[src/common/sspi_pkg.sv]
`default_nettype none
package sspi_pkg;
   // ==========================================================
   // Register map (byte addresses)
   localparam logic [3:0] OFS_CTRL = 4'h0;
   localparam logic [3:0] OFS_FLAGS = 4'h4;
   localparam logic [3:0] OFS_DATA = 4'h8;
   // ==========================================================
   // module_control_register fields
   localparam int unsigned CTRL_MODE_LSB = 5;
   localparam int unsigned CTRL_EN = 1;
   localparam int unsigned CTRL_ICF = 0;
   localparam logic [7:0] CTRL_RST = 8'hE0;
   localparam logic [7:0] CTRL_MASK = 8'hEF;
   // ==========================================================
   // spi_control_flags fields
   localparam int unsigned FL_POL = 5;
   localparam int unsigned FL_EDGE = 4;
   localparam int unsigned FL_ORDER = 3;
   localparam int unsigned FL_SELECT_PIN_ENABLE = 2;
   localparam int unsigned FL_WRITE_COLLISION_FLAG = 1;
   localparam int unsigned FL_TRF = 0;
   localparam logic [7:0] FLAGS_RST = 8'h00;
   // ==========================================================
   // function_mode_field values
   localparam logic [2:0] MODE_DIV4 = 3'h0;
   localparam logic [2:0] MODE_DIV16 = 3'h1;
   localparam logic [2:0] MODE_DIV64 = 3'h2;
   localparam logic [2:0] MODE_SUB = 3'h3;
   localparam logic [2:0] MODE_TIMER = 3'h4;
   localparam logic [2:0] MODE_SLAVE = 3'h5;
   // ==========================================================
   // Timing: half of the serial clock period in mclk cycles
   localparam logic [5:0] HALF_DIV4 = 6'h02;
   localparam logic [5:0] HALF_DIV16 = 6'h08;
   localparam logic [5:0] HALF_DIV64 = 6'h20;
   localparam logic [2:0] LAST_BIT = 3'h7;
   localparam logic [3:0] LAST_EDGE = 4'hF;
endpackage : sspi_pkg
`default_nettype wire

[src/common/sspi_shift_if.sv]
`timescale 1ns/1ns
`default_nettype none
interface sspi_shift_if;
   logic load;
   logic [7:0] loadData;
   logic shift;
   logic inBit;
   logic msbFirst;
   logic [7:0] data;
   logic outBit;
   modport ctrl (output load, loadData, shift, inBit, msbFirst, input data, outBit);
   modport sreg (input load, loadData, shift, inBit, msbFirst, output data, outBit);
endinterface : sspi_shift_if
`default_nettype wire

[src/sspi_clk_div.sv]
`timescale 1ns/1ns
`default_nettype none
module sspi_clk_div (
   input wire logic mclk,
   input wire logic rst_n,
   input wire logic [2:0] mode,
   input wire logic run,
   input wire logic subClk,
   input wire logic timerMatch,
   output logic halfTick
);
   logic [5:0] cnt;
   logic [5:0] next_cnt;
   logic subPrev;
   logic next_tick;

   function automatic logic [5:0] halfCount(input logic [2:0] m);
      case (m)
         sspi_pkg::MODE_DIV4: halfCount = sspi_pkg::HALF_DIV4;
         sspi_pkg::MODE_DIV16: halfCount = sspi_pkg::HALF_DIV16;
         default: halfCount = sspi_pkg::HALF_DIV64;
      endcase
   endfunction : halfCount

   always_comb begin
      next_cnt = 6'h00;
      next_tick = 1'b0;
      if (run) begin
         case (mode)
            // Sub clock: every level change is half a serial period
            sspi_pkg::MODE_SUB: next_tick = subClk ^ subPrev;
            // Each timer match is half a serial period
            sspi_pkg::MODE_TIMER: next_tick = timerMatch;
            default: begin
               next_tick = (cnt == halfCount(mode) - 6'h01);
               next_cnt = next_tick ? 6'h00 : cnt + 6'h01;
            end
         endcase
      end
   end

   always_ff @(posedge mclk or negedge rst_n) begin
      if (!rst_n) begin
         cnt <= 6'h00;
         subPrev <= 1'b0;
         halfTick <= 1'b0;
      end else begin
         cnt <= next_cnt;
         subPrev <= subClk;
         halfTick <= next_tick;
      end
   end
endmodule : sspi_clk_div
`default_nettype wire

[src/sspi_shifter.sv]
`timescale 1ns/1ns
`default_nettype none
module sspi_shifter (
   input wire logic mclk,
   input wire logic rst_n,
   sspi_shift_if.sreg sh
);
   logic [7:0] next_data;

   always_comb begin
      next_data = sh.data;
      if (sh.load) begin
         next_data = sh.loadData;
      end else if (sh.shift) begin
         next_data = sh.msbFirst ? {sh.data[6:0], sh.inBit} : {sh.inBit, sh.data[7:1]};
      end
   end

   always_ff @(posedge mclk or negedge rst_n) begin
      if (!rst_n) begin
         sh.data <= 8'h00;
      end else begin
         sh.data <= next_data;
      end
   end

   assign sh.outBit = sh.msbFirst ? sh.data[7] : sh.data[0];
endmodule : sspi_shifter
`default_nettype wire

[src/sspi_top.sv]
// Chosen here: the Avalon-MM register port and the placing of the registers.
`timescale 1ns/1ns
`default_nettype none
// Operation
// - Polarity 0 idles the serial clock high, 1 idles it low.
// - Capture edge follows polarity and edge bits as tabled.
// - Order bit 1 shifts MSB first, 0 LSB first.
// - Select-enable 0 releases the select pin; 1 uses it as select.
// - Data write during a transfer is dropped and sets collision flag.
// - Collision flag stays set until software clears it.
// - Done flag set at transfer end, zero while busy, software cleared.
// - Bits 7:6 of the flags register are plain storage; reset zero.
// - Master: data write starts a full-duplex transfer at once.
// - Slave: external clocks shift data out and serial input in.
// - Slave first bit valid per polarity and edge before first capture.
// - Logic keeps running in processor idle mode.
// - Slave output floats while deselected; first bit follows data write.
// - Slave with select disabled always answers the clock.
// - Mode field picks master clock source, slave, or off.
// - Enable 0 drops pin function; settings are kept.
// - Early deselect sets incomplete and done flags.
module sspi_top (
   input wire logic mclk,
   input wire logic rst_n,
   input wire logic [3:0] avAddress,
   input wire logic avRead,
   input wire logic avWrite,
   input wire logic [31:0] avWriteData,
   output logic [31:0] avReadData,
   output logic avWaitRequest,
   input wire logic sckIn,
   input wire logic serialInPin,
   input wire logic slaveSelectN,
   input wire logic subClk,
   input wire logic timerMatch,
   output logic sckOut,
   output logic sckOe,
   output logic serialOutPin,
   output logic serialOutOe,
   output logic selectPinActive
);
   typedef enum logic [1:0] {ST_IDLE, ST_MRUN, ST_SRUN} sspi_state_e;

   sspi_shift_if sh ();
   sspi_state_e state;
   sspi_state_e next_state;
   logic [7:0] ctrl;
   logic [7:0] flags;
   logic [7:0] next_ctrl;
   logic [7:0] next_flags;
   logic [31:0] next_avReadData;
   logic next_avWaitRequest;
   logic [3:0] edgeCnt;
   logic [3:0] next_edgeCnt;
   logic [2:0] bitCnt;
   logic [2:0] next_bitCnt;
   logic next_sckOut;
   logic next_sckOe;
   logic next_serialOutPin;
   logic next_serialOutOe;
   logic next_selectPinActive;
   logic sckPrev;
   logic halfTick;
   logic wrAcc;
   logic dataLoad;
   logic dataColl;
   logic spiOn;
   logic isMaster;
   logic isSlave;
   logic slaveLive;
   logic sckEdge;
   logic sCap;
   logic mCap;
   logic startEv;
   logic doneEv;
   logic icfEv;
   logic [2:0] mode;
   logic pol;
   logic clock_capture_edge;
   logic order;
   logic select_pin_enable;

   function automatic logic firstBit(input logic [7:0] d, input logic msb);
      firstBit = msb ? d[7] : d[0];
   endfunction : firstBit

   // ==========================================================
   // Configuration decode
   assign mode = ctrl[sspi_pkg::CTRL_MODE_LSB +: 3];
   assign pol = flags[sspi_pkg::FL_POL];
   assign clock_capture_edge = flags[sspi_pkg::FL_EDGE];
   assign order = flags[sspi_pkg::FL_ORDER];
   assign select_pin_enable = flags[sspi_pkg::FL_SELECT_PIN_ENABLE];
   assign isMaster = (mode <= sspi_pkg::MODE_TIMER);
   assign isSlave = (mode == sspi_pkg::MODE_SLAVE);
   // I2C and off codes leave the SPI idle; settings stay put
   assign spiOn = ctrl[sspi_pkg::CTRL_EN] && (isMaster || isSlave);
   assign slaveLive = spiOn && isSlave && (!select_pin_enable || !slaveSelectN);

   // ==========================================================
   // Avalon slave: one wait cycle, then the access completes
   assign wrAcc = avWrite && !avWaitRequest;
   assign dataLoad = wrAcc && avAddress == sspi_pkg::OFS_DATA && state == ST_IDLE;
   assign dataColl = wrAcc && avAddress == sspi_pkg::OFS_DATA && state != ST_IDLE;

   always_comb begin
      next_avWaitRequest = !((avRead || avWrite) && avWaitRequest);
      next_avReadData = avReadData;
      if ((avRead || avWrite) && avWaitRequest) begin
         case (avAddress)
            sspi_pkg::OFS_CTRL: next_avReadData = {24'h000000, ctrl};
            sspi_pkg::OFS_FLAGS: next_avReadData = {24'h000000, flags};
            sspi_pkg::OFS_DATA: next_avReadData = {24'h000000, sh.data};
            default: next_avReadData = 32'h00000000;
         endcase
      end
   end

   always_ff @(posedge mclk or negedge rst_n) begin
      if (!rst_n) begin
         avWaitRequest <= 1'b1;
         avReadData <= 32'h00000000;
      end else begin
         avWaitRequest <= next_avWaitRequest;
         avReadData <= next_avReadData;
      end
   end

   // ==========================================================
   // Control and flag registers; hardware sets win over writes
   always_comb begin
      next_ctrl = ctrl;
      next_flags = flags;
      if (wrAcc && avAddress == sspi_pkg::OFS_CTRL) begin
         next_ctrl = avWriteData[7:0] & sspi_pkg::CTRL_MASK;
      end
      if (wrAcc && avAddress == sspi_pkg::OFS_FLAGS) begin
         next_flags = avWriteData[7:0];
      end
      if (dataColl) begin
         next_flags[sspi_pkg::FL_WRITE_COLLISION_FLAG] = 1'b1;
      end
      if (startEv) begin
         next_flags[sspi_pkg::FL_TRF] = 1'b0;
      end
      if (doneEv) begin
         next_flags[sspi_pkg::FL_TRF] = 1'b1;
      end
      if (icfEv) begin
         next_ctrl[sspi_pkg::CTRL_ICF] = 1'b1;
      end
   end

   always_ff @(posedge mclk or negedge rst_n) begin
      if (!rst_n) begin
         ctrl <= sspi_pkg::CTRL_RST;
         flags <= sspi_pkg::FLAGS_RST;
      end else begin
         ctrl <= next_ctrl;
         flags <= next_flags;
      end
   end

   // ==========================================================
   // Transfer engine
   // Edge bit 1 captures on the leading edge in both polarities
   assign sckEdge = sckIn ^ sckPrev;
   assign sCap = (sckPrev == ~pol) == clock_capture_edge;
   assign mCap = (~edgeCnt[0]) == clock_capture_edge;

   assign sh.load = dataLoad;
   assign sh.loadData = avWriteData[7:0];
   assign sh.inBit = serialInPin;
   assign sh.msbFirst = order;

   always_comb begin
      next_state = state;
      next_edgeCnt = edgeCnt;
      next_bitCnt = bitCnt;
      next_sckOut = sckOut;
      next_serialOutPin = serialOutPin;
      sh.shift = 1'b0;
      startEv = 1'b0;
      doneEv = 1'b0;
      icfEv = 1'b0;
      case (state)
         ST_MRUN: begin
            if (!spiOn || !isMaster) begin
               next_state = ST_IDLE;
            end else if (halfTick) begin
               next_sckOut = ~sckOut;
               next_edgeCnt = edgeCnt + 4'h1;
               if (mCap) begin
                  sh.shift = 1'b1;
               end else begin
                  next_serialOutPin = sh.outBit;
               end
               // Sixteen edges leave the clock at its idle level
               if (edgeCnt == sspi_pkg::LAST_EDGE) begin
                  doneEv = 1'b1;
                  next_state = ST_IDLE;
               end
            end
         end
         ST_IDLE, ST_SRUN: begin
            if (state == ST_IDLE) begin
               next_sckOut = ~pol;
               next_edgeCnt = 4'h0;
            end
            if (dataLoad) begin
               // Output follows the write before any clock arrives
               next_serialOutPin = firstBit(avWriteData[7:0], order);
               if (spiOn && isMaster) begin
                  startEv = 1'b1;
                  next_state = ST_MRUN;
               end
            end else if (slaveLive && sckEdge) begin
               if (sCap) begin
                  sh.shift = 1'b1;
                  startEv = (bitCnt == 3'h0);
                  next_bitCnt = bitCnt + 3'h1;
                  next_state = ST_SRUN;
                  if (bitCnt == sspi_pkg::LAST_BIT) begin
                     startEv = 1'b0;
                     doneEv = 1'b1;
                     next_state = ST_IDLE;
                  end
               end else begin
                  next_serialOutPin = sh.outBit;
               end
            end else if (state == ST_SRUN && !slaveLive) begin
               next_bitCnt = 3'h0;
               next_state = ST_IDLE;
               if (spiOn && isSlave && select_pin_enable && slaveSelectN) begin
                  icfEv = 1'b1;
                  doneEv = 1'b1;
               end
            end
         end
         default: next_state = ST_IDLE;
      endcase
   end

   // Pins lose their function once disabled
   always_comb begin
      next_sckOe = spiOn && isMaster;
      next_serialOutOe = spiOn && (isMaster || slaveLive);
      next_selectPinActive = spiOn && isSlave && select_pin_enable;
   end

   // No gating on any low-power state: the engine runs on mclk alone
   always_ff @(posedge mclk or negedge rst_n) begin
      if (!rst_n) begin
         state <= ST_IDLE;
         edgeCnt <= 4'h0;
         bitCnt <= 3'h0;
         sckOut <= 1'b1;
         serialOutPin <= 1'b0;
         sckPrev <= 1'b1;
         sckOe <= 1'b0;
         serialOutOe <= 1'b0;
         selectPinActive <= 1'b0;
      end else begin
         state <= next_state;
         edgeCnt <= next_edgeCnt;
         bitCnt <= next_bitCnt;
         sckOut <= next_sckOut;
         serialOutPin <= next_serialOutPin;
         sckPrev <= sckIn;
         sckOe <= next_sckOe;
         serialOutOe <= next_serialOutOe;
         selectPinActive <= next_selectPinActive;
      end
   end

   sspi_clk_div u_div (
      .mclk(mclk),
      .rst_n(rst_n),
      .mode(mode),
      .run(state == ST_MRUN),
      .subClk(subClk),
      .timerMatch(timerMatch),
      .halfTick(halfTick)
   );

   sspi_shifter u_shift (
      .mclk(mclk),
      .rst_n(rst_n),
      .sh(sh)
   );
endmodule : sspi_top
`default_nettype wire

[config.mk]
export PLATFORM = sky130hd
export DESIGN_NAME = sspi_top
export DESIGN_NICKNAME = d
export VERILOG_FILES = /design/src/common/sspi_pkg.sv /design/src/common/sspi_shift_if.sv /design/src/sspi_clk_div.sv /design/src/sspi_shifter.sv /design/src/sspi_top.sv
export SDC_FILE = /design/constraint.sdc
export NUM_CORES = 1
export LEC_CHECK = 0
export ABC_AREA = 1
export ABC_CLOCK_PERIOD_IN_PS = 2500
export BUFFER_PORTS_ARGS = -buffer_cell sky130_fd_sc_hd__buf_2
export CAP_MARGIN = 20
export CORE_ASPECT_RATIO = 0.8
export CORE_MARGIN = 1
export CORE_UTILIZATION = 40
export DETAILED_ROUTE_END_ITERATION = 6
export GPL_ROUTABILITY_DRIVEN = 0
export PLACE_DENSITY = 0.66
export SYNTH_ARGS = -nofsm -noshare
export SYNTH_HDL_FRONTEND = slang
export SYNTH_SLANG_ARGS = --single-unit
[constraint.sdc]
create_clock -name mclk -period 2.5 [get_ports mclk]
set_input_delay 0.75 -clock mclk [delete_from_list [all_inputs] [get_ports mclk]]
set_output_delay 0.75 -clock mclk [all_outputs]
set_load 0.02 [all_outputs]
# Word level (Yosys, flattened, before mapping)
# Cells that the tools add are included.
[totals]
register_bits = 79
[classes]
n_mux = 74
n_eq_ne = 26
magnitude_cmp = 1
reduce_logical = 45
n_bitwise = 6
addsub = 4
[op_table]
columns = ["cell", "count"]
rows = [
  ["two-way mux 1 bit", 41],
  ["two-way mux 6 bit", 5],
  ["two-way mux 8 bit", 3],
  ["case mux 8 bit (3 select lines)", 1],
  ["two-way mux 2 bit", 10],
  ["logical AND 1 bit", 16],
  ["inequality test 3 bit, second input constant", 5],
  ["two-way mux 4 bit", 3],
  ["case mux 6 bit (2 select lines)", 1],
  ["nonzero test 2 bit", 6],
  ["inequality test 2 bit, second input constant", 5],
  ["case mux 1 bit (2 select lines)", 5],
  ["== test 3 bit, second input constant", 3],
  ["two-way mux 3 bit", 3],
  ["== test 4 bit, second input constant", 2],
  ["inequality test 4 bit, second input constant", 2],
  ["case mux 4 bit (2 select lines)", 1],
  ["AND reduction 4 bit", 2],
  ["zero test 1 bit", 7],
  ["adder 6 x 1 -> 6 bit, second input constant", 1],
  ["== test 6 bit", 1],
  ["zero test 3 bit", 2],
  ["AND reduction 6 bit", 1],
  ["subtractor 6 x 1 -> 6 bit, second input constant", 1],
  ["other kinds (18)", 29],
]

# Depth between registers and ports, before layout
# Gate-level depths: netlist (run 1).
[logic_depth]
depth_word = 12
mapped_depth = 10
mapped_depth_nobuf = 10

# Modules after synthesis
# Synthesis (run 1) repeated with hierarchy kept, for this count alone.
[hier_totals]
hier_cells = 447
area_unflattened_um2 = 3345.7
[modules_own_cells]
columns = ["mod", "instances", "cells_each", "area_each_um2"]
rows = [
  ["sspi_top", 1, 306, 2359.8],
  ["sspi_shifter", 1, 82, 523.0],
  ["sspi_clk_div", 1, 59, 462.9],
]

# Least setup slack after synthesis (run 1)
# OpenSTA, ideal clock, no wires.
[synth_timing]
path_kind = "input -> register"
start = "input avAddress[1]"
end = "register flags[1]"
setup_time_ps = 87
path_stages = 6
required_time_ps = 2413
setup_slack_ps = 852
arrival_time_ps = 1562
n_path_buf = 1
cell_sequence = "nor2_2 > nand3_1 > inv_2 > nand2_2 > buf_2 > o211ai_1"
[synth_via]
elab_chain_len = 4
word_cells_on_any_way = 7
[synth_lines]
columns = ["element", "line_no", "rtl"]
rows = [
  ["from (decl)", "sspi_top.sv:25", "input wire logic [3:0] avAddress,"],
  ["== test 4 bit", "sspi_top.sv:104", "assign dataColl = wrAcc && avAddress == sspi_pkg::OFS_DATA && state != ST_IDLE;"],
  ["logical AND 1 bit (2 in a row)", "sspi_top.sv:104", ""],
  ["two-way mux 1 bit or nonzero test 2 bit (tied branches)", "--", ""],
  ["to (signal assigned)", "sspi_top.sv:157", "flags <= sspi_pkg::FLAGS_RST;"],
  ["to (signal assigned)", "sspi_top.sv:160", "flags <= next_flags;"],
  ["to (decl)", "sspi_top.sv:48", "logic [7:0] flags;"],
]
# Parallel ways exist; a longest one is shown, timed or not.
# A chain may end at the register's enable or synchronous reset.

# Final worst setup path (run 1)
[layout_timing]
start = "register avWaitRequest"
end = "output avWaitRequest"
[layout_lines]
columns = ["element", "line_no", "rtl"]
rows = [
  ["from (decl)", "sspi_top.sv:30", "output logic avWaitRequest,"],
  ["from (signal assigned)", "sspi_top.sv:124", "avWaitRequest <= next_avWaitRequest;"],
]
# No word-level cell between the ends.

==> metrics, run 1 <==
GR Util All Layers=0.174; hold bufs inserted after CTS=0; max_cap viols=0; DRC viols=0; Total Power=2300 uW; Core ar.=8020 sq um; slowest CP cell=dfstp_2; Rows=29; CP Capture Type=primary output; first-pass GRT wire length=12.1 mm; share of post-route cells with drive strength above 1=0.184; worst-skew pair later-pin latency=0.31 ns; Hold WC Path Type=in -> async; vias=2733; Reg power frac=0.483; Power Density=626 nW/um^2; final period demand of the worst path=1.85 ns; Post-Layout Cell Count=570; f_max=540 MHz; Yosys cell types=40; DIE WIDTH=104 microns; CP Launch Type=register; Post-layout nets=511; period utilization=0.741; initial antenna violation count=0; Critical Path RT=1.75 ns; Reg2Reg Depth=6; Sw Ratio=0.320; Max Root-Sink Buffers=2; RSZ-0062 raised after global routing=no; largest net degree at the start of global routing=29; Root Driver=clkbuf_8; top-area cell type share of the netlist area=0.367; leakage=0.00180 uW; most numerous cell in the Yosys netlist=nand2_1; die area=8720 sq um; dpl hpwl=5.47 mm; Post-synth top cells=nand2_1, dfrtp_1, inv_1; status=finished clean; Slew @ Worst Pin=0.536 ns; mapped cell area=3340 sq um; CTS tree=done; PostCTS Resize Cnt=0; ant diodes=0; largest area contributor in the netlist=dfrtp_1; Post-Synthesis Cells=426; Power Internal=1560 uW; drt pass-1 iters=4; fraction of registers with async set/reset=1.00; worst-path maximum fanout=3; total CTS buffers=5; I/O pin cnt=83; Worst Setup Slack, final=0.648 ns; Crit Path Class=reg -> out; Sink Count=55; starting DRC count in detailed routing=134; Clock Skew=0.00956 ns; Vert. Die Dim=83.7 microns; Clock power frac=0.309; Clock transition at path regs=0.10 ns; Final ANT Viol Nets=0; Routed WL=7.13 mm; CP peak stage delay=0.60 ns; starting density of the core=0.417; Main synth FF type=dfrtp_1; crit-path cells=buf_2; dpl ws=0.415 ns; max-slew violations=0; setup TNS=0 ns; CP arrival=1.10 ns; endpoints failing setup=0; DR vias/cell=4.79; r2r endpoint=serialOutPin; r2r setup slk=0.74 ns; grt total ovfl=0; number of synthesized flops with an enable pin=0; Net Sw Power=734 uW; Top delay family on crit path=flip-flops; total number of yosys warnings=0; worst r2r src=state[0]; WP buf/inv=1; Peak VDD IR=0.260 mV; postcts setup bufs=0; Post-Syn Area per Cell=7.84 sq um; Comb power frac=0.209; Yosys reg bits=55; vias in the first global route=2531; CTS HTree Levels=2; Slew HR=0.642; area grow syn2layout=9.70%; # port buffers=34; Synth area leaders=dfrtp_1, nand2_1, buf_4; wire per inst=12.5 microns; Seq/Total Area, Yosys=0.414; count of final hold-check violations=0; placed insts=562
per-stage QoR:
stage                     instance area, sq um  hold WS (ns)   util
after floorplan                           3430         0.453      -
after global placement                    3530         0.461  0.440
after detailed placement                  3530         0.468  0.440
after CTS                                 3660         0.367  0.457
after global routing                      3660         0.386  0.457
final                                     3660         0.361  0.457
cell families after synthesis:
family / after synthesis / share of synthesized area
AO/OA/AOI/OAI: 72 / 0.117
XOR/XNOR: 8 / 0.0210
adder cells (fa/ha/maj): 5 / 0.0187
buffers and inverters: 77 / 0.119
flip-flops: 55 / 0.414
multiplexers: 2 / 0.00599
other: 1 / 0.00112
AND/OR/NAND/NOR: 206 / 0.303
cell type report:
type	count	area, sq um
multi-input cells	317	1650
inverters	45	171
flip-flops and latches	55	1380
clock buffers	5	68.8
clock inverters	3	67.6
fillers	836	4350
well taps	108	135
repair buffers	37	193
cell usage in the layout, fill, tap and decap left out, types with 2 or more instances in the layout:
cell type	n
clkbuf_8	5
nor2_1	27
o22ai_1	3
inv_2	5
o211ai_1	2
nor2_4	7
a21oi_1	11
nand2_2	5
ha_1	5
dfstp_2	6
o21ai_0	36
nand3b_1	2
nand3_2	4
nand4_1	8
xor2_1	5
buf_2	34
nor2_8	2
nor3_1	2
bufinv_16	2
nand3_1	16
mux2i_1	2
nand2_4	3
dfrtp_1	49
nor2_2	4
inv_1	38
conb_1	24
xnor2_1	3
nand2_1	123
o21ai_1	15
buf_4	3
registers in the layout, summed over array words and instances (netlist names), 2 cells and up:
register         flops
avReadData           8
bitCnt               3
ctrl                 7
edgeCnt              4
flags                8
state                2
u_div.cnt            6
u_shift.sh.data      8
power groups by stage:
stage               Sequential [uW]  Clock [uW]  Combinational (uW)
finish                         1110         708                 479
global route                   1120         750                 545
CTS                            1110         727                 482
detailed placement             1120           0                 480
global placement               1120           0                 468
floorplan                      1110           0                 367
worst max path at each step:
stage             startpoint            endpoint  slack [ns]  cells past startpoint
6_report       avWaitRequest       avWaitRequest        0.65                      1
5_1_grt             state[0]  u_shift.sh.data[2]        0.58                      8
4_1_cts        avWaitRequest       avWaitRequest        0.64                      1
3_5_place_dp    avAddress[2]        serialOutPin        0.41                      8
3_3_place_gp    avAddress[2]        serialOutPin        0.45                      8
2_1_floorplan   avAddress[1]            flags[1]        0.85                      6
layer usage:
| metal | part of all wire | vias up | routed length [microns] | track usage |
|---|---|---|---|---|
| li1 | - | 1390 | - | - |
| met1 | 0.51 | 1282 | 3630 | 0.248 |
| met2 | 0.44 | 52 | 3120 | 0.272 |
| met3 | 0.040 | 9 | 283 | 0.0297 |
| met4 | 0.014 | 0 | 99 | 0.0468 |
| met5 | 0 | - | 0 | 0 |
Power figures use the tool's default switching activity.
==> run 2: changes to the inputs <==
Settings changed: ABC_CLOCK_PERIOD_IN_PS 2500 to 1600, PLACE_DENSITY 0.66 to 0.68.
Clock period 2.5 ns to 1.6 ns, I/O delays scaled along.
==> run 2 against run 1 <==
Design area grew 6.7%; non-clock buffer count grew 27; critical endpoint unchanged; routed wire length grew 7.2%; combinational power grew 82%; clock power grew 14%; hold slack lost 0.22 ns; sequential power grew 55%; sequential share of layout area shrank 2.4 points; setup slack lost 0.60 ns; clock skew grew 0.0084 ns.
==> metrics, run 2 (same netlist as run 1, synthesis figures left out) <==
setup TNS=0 ns; Slew @ Worst Pin=0.537 ns; max_cap viols=0; Reg power frac=0.506; CP Launch Type=register; DR vias/cell=4.87; hold bufs inserted after CTS=0; RSZ-0062 raised after global routing=yes; GR Util All Layers=0.185; crit-path cells=buf_2; Clock Skew=0.0179 ns; starting density of the core=0.417; WP buf/inv=1; # port buffers=34; drt pass-1 iters=5; total CTS buffers=5; worst r2r src=avWaitRequest; max-slew violations=0; Crit Path Class=reg -> out; Routed WL=7.65 mm; starting DRC count in detailed routing=191; Sink Count=55; leakage=0.00195 uW; Post-layout nets=539; share of post-route cells with drive strength above 1=0.241; met3 WL=446 microns; Hold WC Path Type=in -> async; CP arrival=1.07 ns; CTS HTree Levels=2; Fillers=786; Power Internal=2200 uW; Clock transition at path regs=0.11 ns; Core ar.=8020 sq um; f_max=645 MHz; Power Density=871 nW/um^2; worst-path maximum fanout=2; die area=8720 sq um; slowest CP cell=dfstp_2; Sw Ratio=0.355; DIE WIDTH=104 microns; commonest non-fill, non-tap cell in the layout=nand2_1; CTS tree=done; endpoints failing setup=0; Post-Layout Cell Count=598; placed insts=581; wire per inst=12.8 microns; Final ANT Viol Nets=0; I/O pin cnt=83; CP Capture Type=primary output; period utilization=0.969; Slew HR=0.642; CP peak stage delay=0.57 ns; largest net degree at the start of global routing=56; Critical Path RT=1.12 ns; initial antenna violation count=0; vias in the first global route=2756; worst-skew pair later-pin latency=0.32 ns; Vert. Die Dim=83.7 microns; area grow syn2layout=17.0%; DRC viols=0; first-pass GRT wire length=12.8 mm; final period demand of the worst path=1.55 ns; Total Power=3410 uW; Setup crit start=avWaitRequest; Root Driver=clkbuf_8; met2 WL=3.47 mm; dpl hpwl=5.73 mm; most frequent cells in the layout=nand2_1, dfrtp_1, inv_1; Top delay family on crit path=flip-flops; count of final hold-check violations=0; DR top layer=met4; Top Registers=avReadData (8), flags (8), u_shift.sh.data (8); Clock power frac=0.238; Comb power frac=0.256; ant diodes=0; Max Root-Sink Buffers=2; grt total ovfl=0; Net Sw Power=1210 uW; vias=2914; status=finished clean; WL met1=3.61 mm; Peak VDD IR=0.502 mV; Rows=29
## run 2: cell count changes in the layout (fill, tap and decap cells not counted), sizes merged
cell	change
buf	+27
bufinv	-2
inv	+2
a21oi	+1
clkinv	+1
clkinvlp	-1
## run 2: power groups by stage
stage	clock network [uW]	logic, uW	registers, uW
after CTS	833	840	1720
final	810	873	1720
after global placement	0	777	1740
after global routing	884	972	1750
after floorplan	0	573	1740
after detailed placement	0	802	1750
## run 2: layer usage
layer | vias up | global-route usage
met1 | 1360 | 0.256
li1 | 1446 | -
met2 | 98 | 0.293
met4 | 0 | 0.0519
met3 | 10 | 0.0367
met5 | - | 0
## run 2: worst paths after layout
kind                                            to  slack, ns  cells past startpoint
worst max-delay path                 avWaitRequest       0.05                      1
worst min-delay path                  u_div.cnt[3]       0.14                      2
worst max register to register  u_shift.sh.data[6]       0.06                      8
worst min register to register        serialOutPin       0.48                      2
max in group asynchronous                  sckPrev       1.14                      2
min in group mclk                          sckPrev       0.27                      1
## run 2: repair_timing
action,CTS,global route
cloned,0,1
setup endpoints to repair,4,17
pin swaps,0,10
gates resized for setup,0,12
setup buffers,3,5
## run 2: area by class of cell
type,count,area [sq um],area share
multi-input combinational,318,1690,0.432
sequential,55,1380,0.354
timing repair buffer,64,437,0.112
inverter,45,174,0.0445
tap,108,135,0.0346
clock buffer,5,68.8,0.0176
clock inverter,3,22.5,0.00576
## run 2: per-stage QoR
stage | utilization | instance area (sq um) | hold slack [ns] | setup WS [ns]
floorplan | - | 3430 | 0.184 | 0.193
global placement | 0.461 | 3700 | 0.457 | 0.0239
detailed placement | 0.461 | 3700 | 0.454 | -0.0371
CTS | 0.477 | 3820 | 0.159 | 0.0244
global route | 0.488 | 3910 | 0.170 | -0.0513
finish | 0.488 | 3910 | 0.143 | 0.0499
